==> config.mk <==
export PLATFORM = sky130hd
export DESIGN_NAME = memory_option_and_refresh_timer
export DESIGN_NICKNAME = d
export VERILOG_FILES = /design/src/include/mem_option_pkg.sv /design/src/memory_option_and_refresh_timer.sv
export VERILOG_INCLUDE_DIRS = /design/src /design/src/include
export SDC_FILE = /design/constraint.sdc
export NUM_CORES = 1
export LEC_CHECK = 0
export ABC_AREA = 0
export BUFFER_PORTS_ARGS = -buffer_cell sky130_fd_sc_hd__buf_2
export CORE_MARGIN = 5
export CORE_UTILIZATION = 30
export CTS_CLUSTER_SIZE = 40
export DETAILED_ROUTE_END_ITERATION = 6
export PLACE_DENSITY_LB_ADDON = 0.12
export SYNTH_ARGS = -nofsm -noshare
export SYNTH_HDL_FRONTEND = slang
export SYNTH_SLANG_ARGS = --single-unit
==> constraint.sdc <==
create_clock -name sys_clk_i -period 2.5 [get_ports sys_clk_i]
set_input_delay 0.125 -clock sys_clk_i [delete_from_list [all_inputs] [get_ports sys_clk_i]]
set_output_delay 0.125 -clock sys_clk_i [all_outputs]
set_load 0.03 [all_outputs]
==> src/include/mem_option_defines.svh <==
`ifndef MEM_OPTION_DEFINES_SVH
`define MEM_OPTION_DEFINES_SVH

// Register address, bit 0 and bit 7 of the bus address are not decoded.
`define OPT_REG_ADDR 8'h06
`define OPT_ADDR_MASK 8'h7e
`define OPT_RESET 8'h00

// Field positions of the option register.
`define OPT_PRESCALE_LSB 0
`define OPT_PRESCALE_MSB 3
`define OPT_STATIC_BIT 4
`define OPT_COLW_LSB 5
`define OPT_COLW_MSB 6
`define OPT_PARITY_BIT 7

// Refresh interval is base minus step times the prescale count.
`define REFRESH_BASE 10'h200
`define REFRESH_STEP_SHIFT 5

// Column address widths per code.
`define COLW_CODE00 4'ha
`define COLW_CODE01 4'h9
`define COLW_CODE10 4'h8
`define COLW_CODE11 4'h6

`endif

==> src/include/mem_option_pkg.sv <==
package mem_option_pkg;

	typedef struct packed {
		logic parity_enable;
		logic [1:0] column_width_code;
		logic static_mode;
		logic [3:0] refresh_prescale;
	} option_s;

	typedef struct packed {
		logic [7:0] data;
		logic ale;
		logic cs_n;
		logic wr_n;
		logic rd_n;
	} bus_in_s;

	typedef struct packed {
		option_s option;
		logic [7:0] addr;
		logic wr_seen;
		logic [7:0] ad_out;
		logic ad_oe_n;
		logic [9:0] refresh_count;
		logic refresh_pending;
		logic [3:0] column_width;
		logic parity_line;
		logic parity_error;
	} state_s;

endpackage

==> src/memory_option_and_refresh_timer.sv <==
`timescale 1ns/10ps
`include "mem_option_defines.svh"

module memory_option_and_refresh_timer (
	input wire logic sys_clk_i,
	input wire logic resetn_i,
	input wire mem_option_pkg::bus_in_s bus_i,
	output logic [7:0] ad_o,
	output logic ad_oe_n_o,
	input wire logic refresh_ack_i,
	input wire logic [7:0] mem_wr_data_i,
	input wire logic [7:0] mem_rd_data_i,
	input wire logic memory_parity_line_i,
	input wire logic mem_rd_valid_i,
	output logic refresh_req_o,
	output logic static_mode_o,
	output logic [3:0] column_width_o,
	output logic memory_parity_enable_o,
	output logic memory_parity_line_o,
	output logic parity_error_o,
	output mem_option_pkg::option_s option_o
);
	import mem_option_pkg::*;

	state_s state_reg;
	state_s state_next;
	logic addr_hit;
	logic wr_active;
	logic wr_strobe;
	logic rd_active;
	logic [9:0] interval;
	logic expiry;

	// ---------------------------------------------------------------
	// Bus decode
	// ---------------------------------------------------------------
	// address six decode
	assign addr_hit = (state_reg.addr & `OPT_ADDR_MASK) == (`OPT_REG_ADDR & `OPT_ADDR_MASK);
	assign wr_active = !bus_i.cs_n && !bus_i.wr_n;
	assign wr_strobe = wr_active && !state_reg.wr_seen && addr_hit;
	assign rd_active = !bus_i.cs_n && !bus_i.rd_n && addr_hit;

	// ---------------------------------------------------------------
	// Refresh interval
	// ---------------------------------------------------------------
	// interval from prescale count
	assign interval = `REFRESH_BASE - {1'b0, state_reg.option.refresh_prescale, 5'h00};
	assign expiry = state_reg.refresh_count == 10'h000;

	always_comb begin
		state_next = state_reg;
		state_next.wr_seen = wr_active;
		if (bus_i.ale) begin
			state_next.addr = bus_i.data;
		end
		if (wr_strobe) begin
			state_next.option = option_s'(bus_i.data);
		end
		state_next.ad_out = rd_active ? 8'(state_reg.option) : 8'h00;
		state_next.ad_oe_n = !rd_active;
		if (expiry || state_reg.option.static_mode) begin
			state_next.refresh_count = interval - 10'h001;
		end else begin
			state_next.refresh_count = state_reg.refresh_count - 10'h001;
		end
		// The set wins over an acknowledge in the same cycle.
		if (refresh_ack_i) begin
			state_next.refresh_pending = 1'b0;
		end
		if (state_reg.option.static_mode) begin
			state_next.refresh_pending = 1'b0;
		end else if (expiry) begin
			state_next.refresh_pending = 1'b1;
		end
		if (state_reg.option.static_mode) begin
			state_next.column_width = `COLW_CODE00;
		end else begin
			unique case (state_reg.option.column_width_code)
				2'h0: state_next.column_width = `COLW_CODE00;
				2'h1: state_next.column_width = `COLW_CODE01;
				2'h2: state_next.column_width = `COLW_CODE10;
				2'h3: state_next.column_width = `COLW_CODE11;
			endcase
		end
		state_next.parity_line = state_reg.option.parity_enable ? ~^mem_wr_data_i : 1'b1;
		state_next.parity_error = state_reg.option.parity_enable && mem_rd_valid_i &&
			!(^{mem_rd_data_i, memory_parity_line_i});
	end

	always_ff @(posedge sys_clk_i or negedge resetn_i) begin
		if (!resetn_i) begin
			state_reg.option <= option_s'(`OPT_RESET);
			state_reg.addr <= 8'h00;
			state_reg.wr_seen <= 1'b0;
			state_reg.ad_out <= 8'h00;
			state_reg.ad_oe_n <= 1'b1;
			state_reg.refresh_count <= `REFRESH_BASE - 10'h001;
			state_reg.refresh_pending <= 1'b0;
			state_reg.column_width <= `COLW_CODE00;
			state_reg.parity_line <= 1'b1;
			state_reg.parity_error <= 1'b0;
		end else begin
			state_reg <= state_next;
		end
	end

	assign ad_o = state_reg.ad_out;
	assign ad_oe_n_o = state_reg.ad_oe_n;
	assign refresh_req_o = state_reg.refresh_pending;
	assign static_mode_o = state_reg.option.static_mode;
	assign column_width_o = state_reg.column_width;
	assign memory_parity_enable_o = state_reg.option.parity_enable;
	assign memory_parity_line_o = state_reg.parity_line;
	assign parity_error_o = state_reg.parity_error;
	assign option_o = state_reg.option;
endmodule

==> run_results.csv <==
group,metric,value,unit
outcome,status,"complete, no violations",
clocking,cts_resized,0,
die,ios,59,
power,p_per_area,805,mW/mm^2
detailed_routing,wl_per_cell,13.0,um
sta,fin_crit_sh,0.790,
placed_design,port_buffers,58,
yosys,syn-num-nets,188,
sta,rsz0062_at_grt,"no",
yosys,ys_seq_area_frac,0.540,
clocking,numCtsBuffers,5,
die,rows,29,
yosys,synth_warnings,0,
global_routing,gr-total-overflow,0,
sta,setup_slack,526,ps
final_layout,nets,235,
final_layout,area_delta_synth_final,19.8,%
placed_design,place_area,0.00215,sq mm
critical_path,cp_max_fo,8,
yosys,synth_adder_area_share,0.0195,
global_routing,grt_util_met2,0.171,
global_routing,use_met3,0.0259,
placed_design,gp_congestion,0.705,
detailed_routing,drt_iter0_markers,17,
detailed_routing,wirelength,3610,um
clocking,insertion_delay,290,ps
clocking,post_cts_buffers,0,
detailed_routing,ant_nets,0,
critical_path,crit_type,"flip-flop to flip-flop",
sta,setup_viol,0,
yosys,yosys.area.top_type_share,0.363,
clocking,cts_tree,"built",
yosys,synthTopCellsByArea,"dfrtp_1 (36%), dfstp_2 (18%), buf_4 (7.8%)",
detailed_routing,vias_per_cell,4.19,
yosys,synth_simple_gate_area_frac,0.114,
yosys,synth_area_per_cell,12.7,sq um
yosys,synth_top_family_by_area,"simple AND/OR/NAND/NOR gates",
sta,tightest_slew,887,ps
clocking,clock_sinks,41,
power,combinationalPowerShare,0.216,
power,ir_drop,260,uV
placed_design,dp_slack,538,ps
yosys,synth_xor_area_frac,0.102,
power,p_int,1.34,mW
min_path,min_path_type,"primary input to flip-flop",
sta,hold_viol_final,0,
sta,max_freq,0.507,GHz
clocking,cts_root_buf,"clkbuf_8",
yosys,syn_area,0.00193,sq mm
global_routing,grt.busiest_layer,"met2",
yosys,synth_top_cell_by_area,"dfrtp_1",
die,core,0.00631,sq mm
critical_path,worstPathRequired,2680,ps
placed_design,hpwl,2720,um
final_layout,drive_above_1_share,0.485,
die,die_h,90.2,um
die,dieWidth,90.2,um
sta,tns,0,ps
detailed_routing,first_pass_iters,2,
die,die_area,0.00814,sq mm
detailed_routing,dr_total_vias,1160,
clocking,clock_path_buffers,2,
final_layout,largest_register_ffs,17,
global_routing,met1_usage,0.0977,
clocking,htree_levels,2,
power,leakage,1.17,nW
sta,clock_skew,8.32,ps
die,start_util,0.306,
power,sw_frac_of_total,0.282,
detailed_routing,drc,0,
global_routing,antenna_found_initial,0,
final_layout,final_area,0.00231,sq mm
yosys,synth_cell_type_count,32,
global_routing,grt_pass1_vias,1266,
sta,timing.final.crit_period,1970,ps
global_routing,grt_pass1_wl,6050,um
global_routing,grt_use_total,0.0947,
yosys,synth_compound_area_frac,0.0136,
sta,slew_violations,0,
flow_run,maxCapViolations,0,
clocking,hold_buffers,4,
yosys,synth_seq_cells,41,
power,p_clk_frac,0.293,
power,switchingPower,524,uW
critical_path,cp-end-kind,"flip-flop",
clocking,clk_pin_slew,80,ps
critical_path,cp.arrival,2150,ps
yosys,synthMuxAreaShare,0.113,
yosys,synthCells,152,
critical_path,start_kind,"flip-flop",
global_routing,grt_max_degree,42,
final_layout,antenna_cells,0,
sta,maxSlewHeadroom,0.408,
power,seq_power_share,0.490,
==> stage by stage <==
step,hold WS [ps],util,power (mW),std cells
floorplan,-171,-,1.23,152
global placement,292,0.341,1.31,265
detailed placement,292,0.341,1.33,265
CTS,9.39,0.366,1.89,277
global route,26.6,0.366,1.97,277
finish,24.7,0.366,1.86,277
==> Yosys cell counts <==
library cell,number
o21a_1,1
clkbuf_1,2
o21ai_0,1
ha_1,3
nor3_1,2
nor3_2,1
nor4b_1,1
mux2_2,6
buf_4,20
or4_4,1
a21oi_2,1
nand3_1,1
or4_1,1
buf_6,1
xnor3_1,1
dfstp_2,13
and2_1,8
a21oi_1,1
nor4_1,3
or2_2,1
mux2i_1,3
xor2_1,6
mux2_4,8
xnor2_1,14
nand2_1,6
inv_1,5
nand3b_1,1
dfrtp_1,28
nor2b_1,3
nand2b_1,3
and3_1,1
nor2_1,5
==> worst max-delay path, cell delays in order (launching register included) <==
cell and delay [ps]:
dfrtp_1 380, nor4_1 270, nand3_1 150, or4_1 670
mux2_4 380
==> routing by layer <==
layer,part of all wire,vias up,wire [um]
met5,0,-,0
met4,0.027,0,97
met3,0.046,8,166
met2,0.54,26,1960
met1,0.38,559,1390
li1,-,567,-
==> power groups by stage <==
stage                     Combinational [mW]  Clock (mW)  Sequential [mW]
after global placement                 0.392           0            0.922
after floorplan                        0.319           0            0.916
after CTS                              0.412       0.566            0.914
after global routing                   0.444       0.599            0.929
after detailed placement               0.407           0            0.926
final                                  0.403       0.546            0.912
==> cell type report <==
type / count / area, sq um
multi-input cells: 83 / 699
clock inverters: 1 / 30.0
flip-flops and latches: 41 / 1040
clock buffers: 7 / 86.3
well taps: 77 / 96.3
repair buffers: 63 / 338
inverters: 5 / 18.8
fillers: 663 / 4000
==> final timing paths <==
kind / startpoint / endpoint / slack (ps) / depth (start not counted)
max: state_reg[31] / memory_parity_enable_o / 530 / 4
min: bus_i[2] / ad_o[6] / 20 / 2
max reg2reg: state_reg[31] / memory_parity_enable_o / 530 / 4
min reg2reg: state_reg[7] / state_reg[7] / 450 / 1
max in group asynchronous: resetn_i / ad_o[3] / 1450 / 2
min in group asynchronous: resetn_i / state_reg[33] / 500 / 2
==> logic make-up after synthesis <==
logic type / count (synthesis)
flip-flops: 41
AND/OR/NAND/NOR: 38
buffers and inverters: 28
AO/OA/AOI/OAI: 4
XOR/XNOR: 21
adder cells (fa/ha/maj): 3
multiplexers: 17
==> layout by cell type (no fill, tap or decap), types with 2 or more instances in the layout <==
cell type and instances:
mux2_4 8, buf_2 58, xnor2_1 14, dfrtp_1 28, inv_1 5, nor2_1 5
xor2_1 6, mux2_2 6, ha_1 3, nor4_1 3, nand2_1 6, nand2b_1 3
nor3_1 2, and2_1 8, dlygate4sd3_1 4, mux2i_1 3, nor2b_1 3, dfstp_2 13
clkbuf_8 6
(Power assumes the default switching activity.)
